## config.mk

```make
export PLATFORM = sky130hd
export DESIGN_NAME = repeater_smbus_control_regs
export DESIGN_NICKNAME = d
export VERILOG_FILES = /design/src/hdl/smbus_byte_engine.v /design/src/hdl/repeater_smbus_control_regs.v
export VERILOG_INCLUDE_DIRS = /design/src /design/src/hdl
export SDC_FILE = /design/constraint.sdc
export NUM_CORES = 1
export LEC_CHECK = 0
export ABC_AREA = 1
export BUFFER_PORTS_ARGS = -buffer_cell sky130_fd_sc_hd__buf_2
export CAP_MARGIN = 30
export CORE_MARGIN = 1
export CORE_UTILIZATION = 30
export DETAILED_ROUTE_END_ITERATION = 10
export PLACE_DENSITY = 0.53
export SLEW_MARGIN = 0
export SYNTH_ARGS = -nofsm -noshare
export SYNTH_HDL_FRONTEND = slang
export SYNTH_HIERARCHICAL = 1
export SYNTH_SLANG_ARGS = --single-unit
```

## constraint.sdc

```tcl
create_clock -name clk -period 1.44 [get_ports clk]
set_input_delay 0.288 -clock clk [delete_from_list [all_inputs] [get_ports clk]]
set_output_delay 0.288 -clock clk [all_outputs]
set_load 0.005 [all_outputs]
```

## src/hdl/repeater_regs_defines.vh

```
// Register offsets, reset values, field positions and slave constants
`ifndef REPEATER_REGS_DEFINES_VH
`define REPEATER_REGS_DEFINES_VH

// ----------------------------------------------------------------------------
// Register offsets
// ----------------------------------------------------------------------------
`define SLAVE_CONTROL_ADDR 8'h06
`define RESET_AND_CONTROL_ADDR 8'h07
`define PIN_OVERRIDE_SELECT_ADDR 8'h08

// ----------------------------------------------------------------------------
// Reset values
// ----------------------------------------------------------------------------
`define SLAVE_CONTROL_RESET 8'h10
`define RESET_AND_CONTROL_RESET 8'h01
`define PIN_OVERRIDE_SELECT_RESET 8'h00

// ----------------------------------------------------------------------------
// Field positions
// ----------------------------------------------------------------------------
`define EEPROM_CFG_DISABLE_BIT 7
`define REG_CONTROL_ENABLE_BIT 3
`define RESET_REGISTERS_BIT 6
`define RESET_MASTER_BIT 5
`define IDLE_THRESHOLD_OVR_BIT 6
`define IDLE_FORCE_OVR_BIT 4
`define HIGH_RATE_BIT 3

// ----------------------------------------------------------------------------
// Serial slave
// ----------------------------------------------------------------------------
`define BYTE_BITS 4'h8
`define DEFAULT_DEV_ADDR 7'h5a

`endif

```

## src/hdl/smbus_byte_engine.v

```verilog
// Serial slave engine: address match, register pointer, byte writes and reads
`timescale 1ns/1ns
`include "repeater_regs_defines.vh"

module smbus_byte_engine #(
    parameter [6:0] DEV_ADDR = `DEFAULT_DEV_ADDR
) (
    input wire clk,
    input wire resetn,
    input wire scl,
    input wire sda,
    output reg sda_oe,
    output reg wr_strobe,
    output reg [7:0] wr_data,
    output reg [7:0] reg_ptr,
    input wire [7:0] rd_data
);

    // ------------------------------------------------------------------------
    // States
    // ------------------------------------------------------------------------
    localparam [3:0] S_IDLE = 4'h0;
    localparam [3:0] S_ADDR = 4'h1;
    localparam [3:0] S_AACK = 4'h2;
    localparam [3:0] S_REG = 4'h3;
    localparam [3:0] S_REGACK = 4'h4;
    localparam [3:0] S_WDATA = 4'h5;
    localparam [3:0] S_WACK = 4'h6;
    localparam [3:0] S_RDATA = 4'h7;
    localparam [3:0] S_RACK = 4'h8;

    reg scl_d;
    reg sda_d;
    reg [3:0] state;
    reg [3:0] cnt;
    reg [7:0] shift;
    reg rw;
    reg nack;

    wire scl_rise = scl & ~scl_d;
    wire scl_fall = ~scl & scl_d;
    wire start_cond = scl & scl_d & sda_d & ~sda;
    wire stop_cond = scl & scl_d & ~sda_d & sda;

    always @(posedge clk or negedge resetn) begin
        if (!resetn) begin
            scl_d <= 1'b1;
            sda_d <= 1'b1;
            state <= S_IDLE;
            cnt <= 4'h0;
            shift <= 8'h00;
            rw <= 1'b0;
            nack <= 1'b0;
            sda_oe <= 1'b0;
            wr_strobe <= 1'b0;
            wr_data <= 8'h00;
            reg_ptr <= 8'h00;
        end else begin
            scl_d <= scl;
            sda_d <= sda;
            wr_strobe <= 1'b0;
            if (start_cond) begin
                state <= S_ADDR;
                cnt <= 4'h0;
                sda_oe <= 1'b0;
            end else if (stop_cond) begin
                state <= S_IDLE;
                sda_oe <= 1'b0;
            end else if (scl_rise) begin
                case (state)
                    S_ADDR, S_REG, S_WDATA: begin
                        shift <= {shift[6:0], sda};
                        cnt <= cnt + 4'h1;
                    end
                    S_RDATA: cnt <= cnt + 4'h1;
                    S_RACK: nack <= sda;
                    default: ;
                endcase
            end else if (scl_fall) begin
                case (state)
                    S_ADDR: begin
                        if (cnt == `BYTE_BITS) begin
                            if (shift[7:1] == DEV_ADDR) begin
                                sda_oe <= 1'b1;
                                rw <= shift[0];
                                state <= S_AACK;
                            end else begin
                                state <= S_IDLE;
                            end
                        end
                    end
                    S_AACK: begin
                        cnt <= 4'h0;
                        if (rw) begin
                            shift <= rd_data;
                            reg_ptr <= reg_ptr + 8'h01;
                            sda_oe <= ~rd_data[7];
                            state <= S_RDATA;
                        end else begin
                            sda_oe <= 1'b0;
                            state <= S_REG;
                        end
                    end
                    S_REG: begin
                        if (cnt == `BYTE_BITS) begin
                            reg_ptr <= shift;
                            sda_oe <= 1'b1;
                            state <= S_REGACK;
                        end
                    end
                    S_REGACK: begin
                        sda_oe <= 1'b0;
                        cnt <= 4'h0;
                        state <= S_WDATA;
                    end
                    S_WDATA: begin
                        if (cnt == `BYTE_BITS) begin
                            wr_data <= shift;
                            wr_strobe <= 1'b1;
                            sda_oe <= 1'b1;
                            state <= S_WACK;
                        end
                    end
                    S_WACK: begin
                        sda_oe <= 1'b0;
                        reg_ptr <= reg_ptr + 8'h01;
                        cnt <= 4'h0;
                        state <= S_WDATA;
                    end
                    S_RDATA: begin
                        if (cnt == `BYTE_BITS) begin
                            sda_oe <= 1'b0;
                            state <= S_RACK;
                        end else begin
                            shift <= {shift[6:0], 1'b0};
                            sda_oe <= ~shift[6];
                        end
                    end
                    S_RACK: begin
                        cnt <= 4'h0;
                        if (nack) begin
                            state <= S_IDLE;
                        end else begin
                            shift <= rd_data;
                            reg_ptr <= reg_ptr + 8'h01;
                            sda_oe <= ~rd_data[7];
                            state <= S_RDATA;
                        end
                    end
                    default: state <= S_IDLE;
                endcase
            end
        end
    end

endmodule

```

## src/hdl/repeater_smbus_control_regs.v

```verilog
// Control register slice of the repeater's serial slave register bank
//
// Behaviour
// - Control bit 7 set stops the automatic configuration load from EEPROM.
// - Control bit 3 enables slave register control when one, disables when zero.
// - Swing, de-emphasis and EQ settings apply only while register control enabled.
// - Writing one to reset bit 6 restores all registers, then self-clears.
// - Writing one to reset bit 5 restarts the EEPROM master machine, self-clears.
// - Threshold bit selects per-channel threshold when one, threshold pin when zero.
// - Idle override bit one lets per-channel idle controls force idle.
// - Per-channel idle select and auto act only while idle override is one.
`timescale 1ns/1ns
`include "repeater_regs_defines.vh"

module repeater_smbus_control_regs #(
    parameter [6:0] DEV_ADDR = `DEFAULT_DEV_ADDR,
    parameter NCH = 2,
    parameter SET_W = 8,
    parameter TH_W = 2
) (
    input wire clk,
    input wire resetn,
    input wire scl_pin,
    input wire sda_pin_in,
    output reg sda_pin_out,
    output wire sda_pin_oe,
    input wire eeprom_load_done,
    output reg eeprom_load_req,
    output reg eeprom_load_disable,
    output reg slave_reg_enable,
    output reg register_reset_pulse,
    output reg master_reset_pulse,
    output reg high_rate_mode,
    input wire [NCH*SET_W-1:0] output_swing_req,
    input wire [NCH*SET_W-1:0] output_deemphasis_req,
    input wire [NCH*SET_W-1:0] eq_boost_req,
    output reg [NCH*SET_W-1:0] output_swing,
    output reg [NCH*SET_W-1:0] output_deemphasis,
    output reg [NCH*SET_W-1:0] eq_boost,
    input wire [NCH*TH_W-1:0] ch_idle_threshold,
    input wire [TH_W-1:0] signal_detect_threshold_pin,
    output reg [NCH*TH_W-1:0] idle_threshold,
    input wire [NCH-1:0] ch_idle_auto,
    input wire [NCH-1:0] ch_idle_select,
    output reg [NCH-1:0] idle_force,
    output reg [NCH-1:0] idle_auto_detect
);

    // ------------------------------------------------------------------------
    // Pin synchronisers
    // ------------------------------------------------------------------------
    reg scl_s1;
    reg scl_s2;
    reg sda_s1;
    reg sda_s2;
    reg [TH_W-1:0] th_pin_s1;
    reg [TH_W-1:0] th_pin_s2;

    always @(posedge clk or negedge resetn) begin
        if (!resetn) begin
            scl_s1 <= 1'b1;
            scl_s2 <= 1'b1;
            sda_s1 <= 1'b1;
            sda_s2 <= 1'b1;
            th_pin_s1 <= {TH_W{1'b0}};
            th_pin_s2 <= {TH_W{1'b0}};
        end else begin
            scl_s1 <= scl_pin;
            scl_s2 <= scl_s1;
            sda_s1 <= sda_pin_in;
            sda_s2 <= sda_s1;
            th_pin_s1 <= signal_detect_threshold_pin;
            th_pin_s2 <= th_pin_s1;
        end
    end

    // ------------------------------------------------------------------------
    // Serial engine
    // ------------------------------------------------------------------------
    wire wr_strobe;
    wire [7:0] wr_data;
    wire [7:0] reg_ptr;
    wire [7:0] rd_data;

    smbus_byte_engine #(
        .DEV_ADDR(DEV_ADDR)
    ) u_engine (
        .clk(clk),
        .resetn(resetn),
        .scl(scl_s2),
        .sda(sda_s2),
        .sda_oe(sda_pin_oe),
        .wr_strobe(wr_strobe),
        .wr_data(wr_data),
        .reg_ptr(reg_ptr),
        .rd_data(rd_data)
    );

    // Open drain: only ever pulls low
    always @(posedge clk or negedge resetn) begin
        if (!resetn) begin
            sda_pin_out <= 1'b0;
        end else begin
            sda_pin_out <= 1'b0;
        end
    end

    // ------------------------------------------------------------------------
    // Register file
    // ------------------------------------------------------------------------
    reg [7:0] slave_control;
    reg [7:0] reset_and_control;
    reg [7:0] pin_override_select;

    function [7:0] reg_read;
        input [7:0] addr;
        input [7:0] r06;
        input [7:0] r07;
        input [7:0] r08;
        begin
            case (addr)
                `SLAVE_CONTROL_ADDR: reg_read = r06;
                `RESET_AND_CONTROL_ADDR: reg_read = r07;
                `PIN_OVERRIDE_SELECT_ADDR: reg_read = r08;
                default: reg_read = 8'h00;
            endcase
        end
    endfunction

    assign rd_data = reg_read(reg_ptr, slave_control, reset_and_control, pin_override_select);

    wire wr_rst = wr_strobe && (reg_ptr == `RESET_AND_CONTROL_ADDR);
    wire do_reg_reset = wr_rst && wr_data[`RESET_REGISTERS_BIT];
    wire do_master_reset = wr_rst && wr_data[`RESET_MASTER_BIT];

    always @(posedge clk or negedge resetn) begin
        if (!resetn) begin
            slave_control <= `SLAVE_CONTROL_RESET;
            reset_and_control <= `RESET_AND_CONTROL_RESET;
            pin_override_select <= `PIN_OVERRIDE_SELECT_RESET;
            register_reset_pulse <= 1'b0;
            master_reset_pulse <= 1'b0;
        end else begin
            register_reset_pulse <= do_reg_reset;
            master_reset_pulse <= do_master_reset;
            if (do_reg_reset) begin
                slave_control <= `SLAVE_CONTROL_RESET;
                reset_and_control <= `RESET_AND_CONTROL_RESET;
                pin_override_select <= `PIN_OVERRIDE_SELECT_RESET;
            end else if (wr_strobe) begin
                case (reg_ptr)
                    `SLAVE_CONTROL_ADDR: slave_control <= wr_data;
                    `RESET_AND_CONTROL_ADDR: begin
                        // Self-clearing bits never stored
                        reset_and_control <= wr_data & 8'h9f;
                    end
                    `PIN_OVERRIDE_SELECT_ADDR: pin_override_select <= wr_data;
                    default: ;
                endcase
            end
        end
    end

    // ------------------------------------------------------------------------
    // Control outputs
    // ------------------------------------------------------------------------
    always @(posedge clk or negedge resetn) begin
        if (!resetn) begin
            eeprom_load_disable <= 1'b0;
            slave_reg_enable <= 1'b0;
            high_rate_mode <= 1'b0;
            output_swing <= {NCH*SET_W{1'b0}};
            output_deemphasis <= {NCH*SET_W{1'b0}};
            eq_boost <= {NCH*SET_W{1'b0}};
        end else begin
            eeprom_load_disable <= slave_control[`EEPROM_CFG_DISABLE_BIT];
            slave_reg_enable <= slave_control[`REG_CONTROL_ENABLE_BIT];
            high_rate_mode <= pin_override_select[`HIGH_RATE_BIT];
            if (slave_control[`REG_CONTROL_ENABLE_BIT]) begin
                output_swing <= output_swing_req;
                output_deemphasis <= output_deemphasis_req;
                eq_boost <= eq_boost_req;
            end
        end
    end

    // ------------------------------------------------------------------------
    // Per-channel idle threshold and idle forcing
    // ------------------------------------------------------------------------
    wire thr_ovr = pin_override_select[`IDLE_THRESHOLD_OVR_BIT];
    wire idle_ovr = pin_override_select[`IDLE_FORCE_OVR_BIT];

    genvar ch;
    generate
        for (ch = 0; ch < NCH; ch = ch + 1) begin : g_ch
            always @(posedge clk or negedge resetn) begin
                if (!resetn) begin
                    idle_threshold[ch*TH_W +: TH_W] <= {TH_W{1'b0}};
                    idle_force[ch] <= 1'b0;
                    idle_auto_detect[ch] <= 1'b1;
                end else begin
                    idle_threshold[ch*TH_W +: TH_W] <= thr_ovr ?
                        ch_idle_threshold[ch*TH_W +: TH_W] : th_pin_s2;
                    idle_force[ch] <= idle_ovr & ch_idle_auto[ch] &
                        ch_idle_select[ch];
                    idle_auto_detect[ch] <= ~(idle_ovr & ch_idle_auto[ch]);
                end
            end
        end
    endgenerate

    // ------------------------------------------------------------------------
    // EEPROM master state machine
    // ------------------------------------------------------------------------
    localparam [1:0] M_WAIT = 2'h0;
    localparam [1:0] M_LOAD = 2'h1;
    localparam [1:0] M_DONE = 2'h2;

    reg [1:0] m_state;

    always @(posedge clk or negedge resetn) begin
        if (!resetn) begin
            m_state <= M_WAIT;
            eeprom_load_req <= 1'b0;
        end else if (master_reset_pulse) begin
            m_state <= M_WAIT;
            eeprom_load_req <= 1'b0;
        end else begin
            case (m_state)
                M_WAIT: begin
                    if (slave_control[`EEPROM_CFG_DISABLE_BIT]) begin
                        m_state <= M_DONE;
                    end else begin
                        m_state <= M_LOAD;
                        eeprom_load_req <= 1'b1;
                    end
                end
                M_LOAD: begin
                    if (eeprom_load_done) begin
                        m_state <= M_DONE;
                        eeprom_load_req <= 1'b0;
                    end
                end
                M_DONE: eeprom_load_req <= 1'b0;
                default: begin
                    m_state <= M_WAIT;
                    eeprom_load_req <= 1'b0;
                end
            endcase
        end
    end

endmodule

```

==> results.yml <==
worst_setup_path:
  cp-startpoint: "u_engine/scl_d$_DFF_PN1_"
  startpoint_type: "flip-flop"
  crit_required_ns: 1.79
  reg2reg_slack_ns: -0.15
  crit_path_max_incr_delay_ns: 0.59
  cp_num_buf_inv: 2
  end_kind: "flip-flop"
  cp_slowest_cell: "dfstp_2"
  cpLargestDelayFamily: "flip-flops"
  crit_type: "reg -> reg"
  r2r-start: "u_engine/scl_d$_DFF_PN1_"
  path_max_fanout: 8
  cp_cell_sequence: "inv_2 -> ha_4 -> buf_12 -> nand3_4 -> nand3_4 -> nor2_8 -> nand2_1 -> nand2_1"
  worstPathArrival_ns: 1.94
pwr:
  powerDensity_mw_per_mm2: 990.4
  irDropWorstVdd_mv: 0.7877
  p_leak_nw: 4.735
timing:
  skew_ns: 0.006039
  hold_viol_final: 0
  setup_tns_ns: -3.847
  maxSlewViolCount: 0
  max_freq_mhz: 629.9
  rsz0062_at_grt: "true"
  fin_crit_ns: 1.588
  setup_ws_ns: -0.1477
  min_period_over_period_pct: 110.3
  setup_viol_count_final: 39
synthesis:
  syn_inst: 666
  synth_area_mm2: 0.006227
  synth_cell_types: 34
  syn_area_per_cell_um2: 9.350
  synth_fa_ha_area_share_pct: 1.206
  ys_ff_latch: 132
  synth-simple-area-share_pct: 26.18
  synth_seq_area_share_pct: 53.24
  synth-compound-area-share_pct: 4.641
  synthXorXnorAreaFrac_pct: 0.5626
  synthMuxAreaShare_pct: 8.680
  syn-num-nets: 735
  yosys_warnings: 6
  synth_top_family_by_area: "simple AND/OR/NAND/NOR gates"
clock_network:
  cts_made_buffers: 17
  max-clock-path-buffers: 2
  clkLatencyLatePin_ns: 0.41
  root_buffer: "clkbuf_16"
  h-tree-depth: 4
  tritoncts: "built"
  cts_sinks: 132
  clk_pin_slew_ns: 0.06
layout:
  diodes: 0
  area_growth_pct: 47.34
  final_area_mm2: 0.009175
  seqCellArea_mm2: 0.003322
  nets: 960
  fillers: 1908
  drive_gt1_share_pct: 49.78
  multiInputGateArea_mm2: 0.003045
placement:
  portBuffers: 125
  gp_congestion: 0.8383
  place_area_mm2: 0.007784
  dp.final_hpwl_um: 11240
global_route:
  grt_max_degree: 50
  grt_overflow_total: 0
  grt_pass1_vias: 5197
  grt_usage_pct: 15.40
  grt_pass1_wl_um: 26120
  antenna_found_initial: 0
run_status:
  violations: "setup timing"
  status: "finished with violations"
detailed_routing:
  drtAntennaViolNets: 0
  avgViaCountPerCell: 4.562
  drt_wl_total_um: 16290
  drc: 0
  dr.first_iter.drc_count: 318
  wire_per_inst_um: 13.88
  dr.pass1.iters: 5
  vias: 5356
min_path:
  hold_class: "in -> reg"
  hp-start: "ch_idle_auto[0]"
die:
  dieWidth_um: 146.1
  die_h_um: 146.1
  io-pin-count: 127
  initial_core_util_pct: 30.68
  core_area_mm2: 0.02030
  rows: 52
  dieArea_mm2: 0.02134
job:
  maxCapViolCount: 0
==> kinds of logic after synthesis <==
logic type / Yosys count
multiplexers: 48
AO/OA/AOI/OAI: 56
XOR/XNOR: 4
other: 1
flip-flops: 132
adder cells (fa/ha/maj): 6
AND/OR/NAND/NOR: 344
buffers and inverters: 75
==> metal layers <==
| layer | vias to the layer above | routed length, um | global-route usage [%] |
|---|---|---|---|
| met1 | 2490 | 7509 | 20.71 |
| met2 | 204 | 7525 | 24.57 |
| met5 | - | 0 | 0 |
| met3 | 21 | 1061 | 3.813 |
| met4 | 0 | 195 | 4.427 |
| li1 | 2641 | - | - |
==> synth_stat cells <==
cell	count	area share (%)
o211ai_1	3	0.36
o22ai_1	1	0.10
nor2_1	37	2.2
clkbuf_1	1	0.060
dfrtp_1	122	49
mux2_2	48	8.7
a21oi_1	3	0.24
xor2_1	1	0.14
buf_4	1	0.12
nor2_4	8	1.4
xnor2_1	3	0.42
nor2_2	6	0.60
nand3_4	1	0.28
inv_2	7	0.42
conb_1	1	0.060
nand3_1	71	5.7
nand3b_1	1	0.12
nor2_8	2	0.64
nor3_1	1	0.080
nand4_4	1	0.34
o21ai_1	8	0.64
ha_1	6	1.2
o21ai_0	41	3.3
buf_6	5	0.90
nand4_1	11	1.1
nor3_4	1	0.26
inv_1	51	3.1
nand3_2	3	0.48
inv_4	2	0.20
nand2_1	184	11
dfstp_2	10	4.2
buf_2	8	0.64
nand2_2	16	1.6
nand2_4	1	0.18
==> where the power goes <==
group	switching [mW]	internal, mW
logic	0.353	0.285
registers	0.0540	3.80
clock network	1.81	2.78
==> registers in the layout (all words and copies together), names as in the netlist, 2 cells and up <==
| register | count |
|---|---|
| u_engine/shift | 8 |
| slave_control | 8 |
| m_state | 2 |
| pin_override_select | 8 |
| th_pin_s1 | 2 |
| idle_auto_detect | 2 |
| th_pin_s2 | 2 |
| idle_threshold | 4 |
| u_engine/wr_data | 8 |
| u_engine/cnt | 4 |
| idle_force | 2 |
| eq_boost | 16 |
| u_engine/reg_ptr | 8 |
| u_engine/state | 4 |
| output_swing | 16 |
| reset_and_control | 6 |
| output_deemphasis | 16 |
==> through the flow <==
| step | power (mW) | util [%] | setup slack (ns) | hold WS [ns] | instances |
|---|---|---|---|---|---|
| finish | 9.087 | 45.20 | -0.1477 | 0.02352 | 1174 |
| global route | 9.483 | 45.20 | -0.2239 | 0.01412 | 1174 |
| CTS | 9.200 | 42.95 | -0.1490 | 0.008653 | 1158 |
| detailed placement | 4.475 | 38.34 | -0.2250 | 0.2036 | 1112 |
| global placement | 4.464 | 38.34 | -0.1818 | 0.2042 | 1112 |
| floorplan | 4.157 | - | -0.05315 | -0.007591 | 666 |
==> final timing paths <==
check                           depth (start not counted)                       endpoint
worst max-delay path                                    8  u_engine/shift[4]$_DFFE_PN0P_
worst min-delay path                                    2  idle_auto_detect[0]$_DFF_PN1_
worst max register to register                          8  u_engine/shift[4]$_DFFE_PN0P_
worst min register to register                          0         th_pin_s2[0]$_DFF_PN0_
max in group asynchronous                               3               scl_s2$_DFF_PN1_
min in group asynchronous                               2        eq_boost[5]$_DFFE_PN0P_
==> layout make-up <==
| type | instances | area share (%) |
|---|---|---|
| sequential | 132 | 36.21 |
| multi-input combinational | 460 | 33.19 |
| timing repair buffer | 219 | 17.44 |
| clock buffer | 17 | 4.637 |
| tap | 270 | 3.682 |
| inverter | 60 | 2.646 |
| clock inverter | 15 | 2.114 |
| timing repair inverter | 1 | 0.08182 |
==> layout by cell type, fill, tap and decap left out, types with 3 or more instances in the layout <==
master	count
nand2_4	12
nand2_2	25
inv_8	3
nor2_1	23
nand3_4	6
buf_6	9
bufinv_16	3
clkbuf_16	20
dfstp_2	10
nand3_2	30
inv_6	5
nand2_1	164
dlygate4sd3_1	6
nor2_2	12
buf_4	65
dfrtp_1	117
o21ai_1	17
o211ai_1	3
buf_12	9
inv_1	39
ha_4	3
dfrtp_2	5
inv_2	15
nor2_4	16
mux2_2	48
xnor2_1	3
nand3_1	40
nand4_1	11
inv_4	5
buf_2	124
o21ai_0	23
o21ai_2	9
==> timing repair <==
item	in CTS	in global routing
hold endpoints to repair	31	0
endpoints found under the setup margin	39	51
hold buffers	6	0
buffers inserted	6	10
resized for setup	50	77
pin swaps	21	34
gates cloned	2	6
Power figures use the tool's default switching activity.
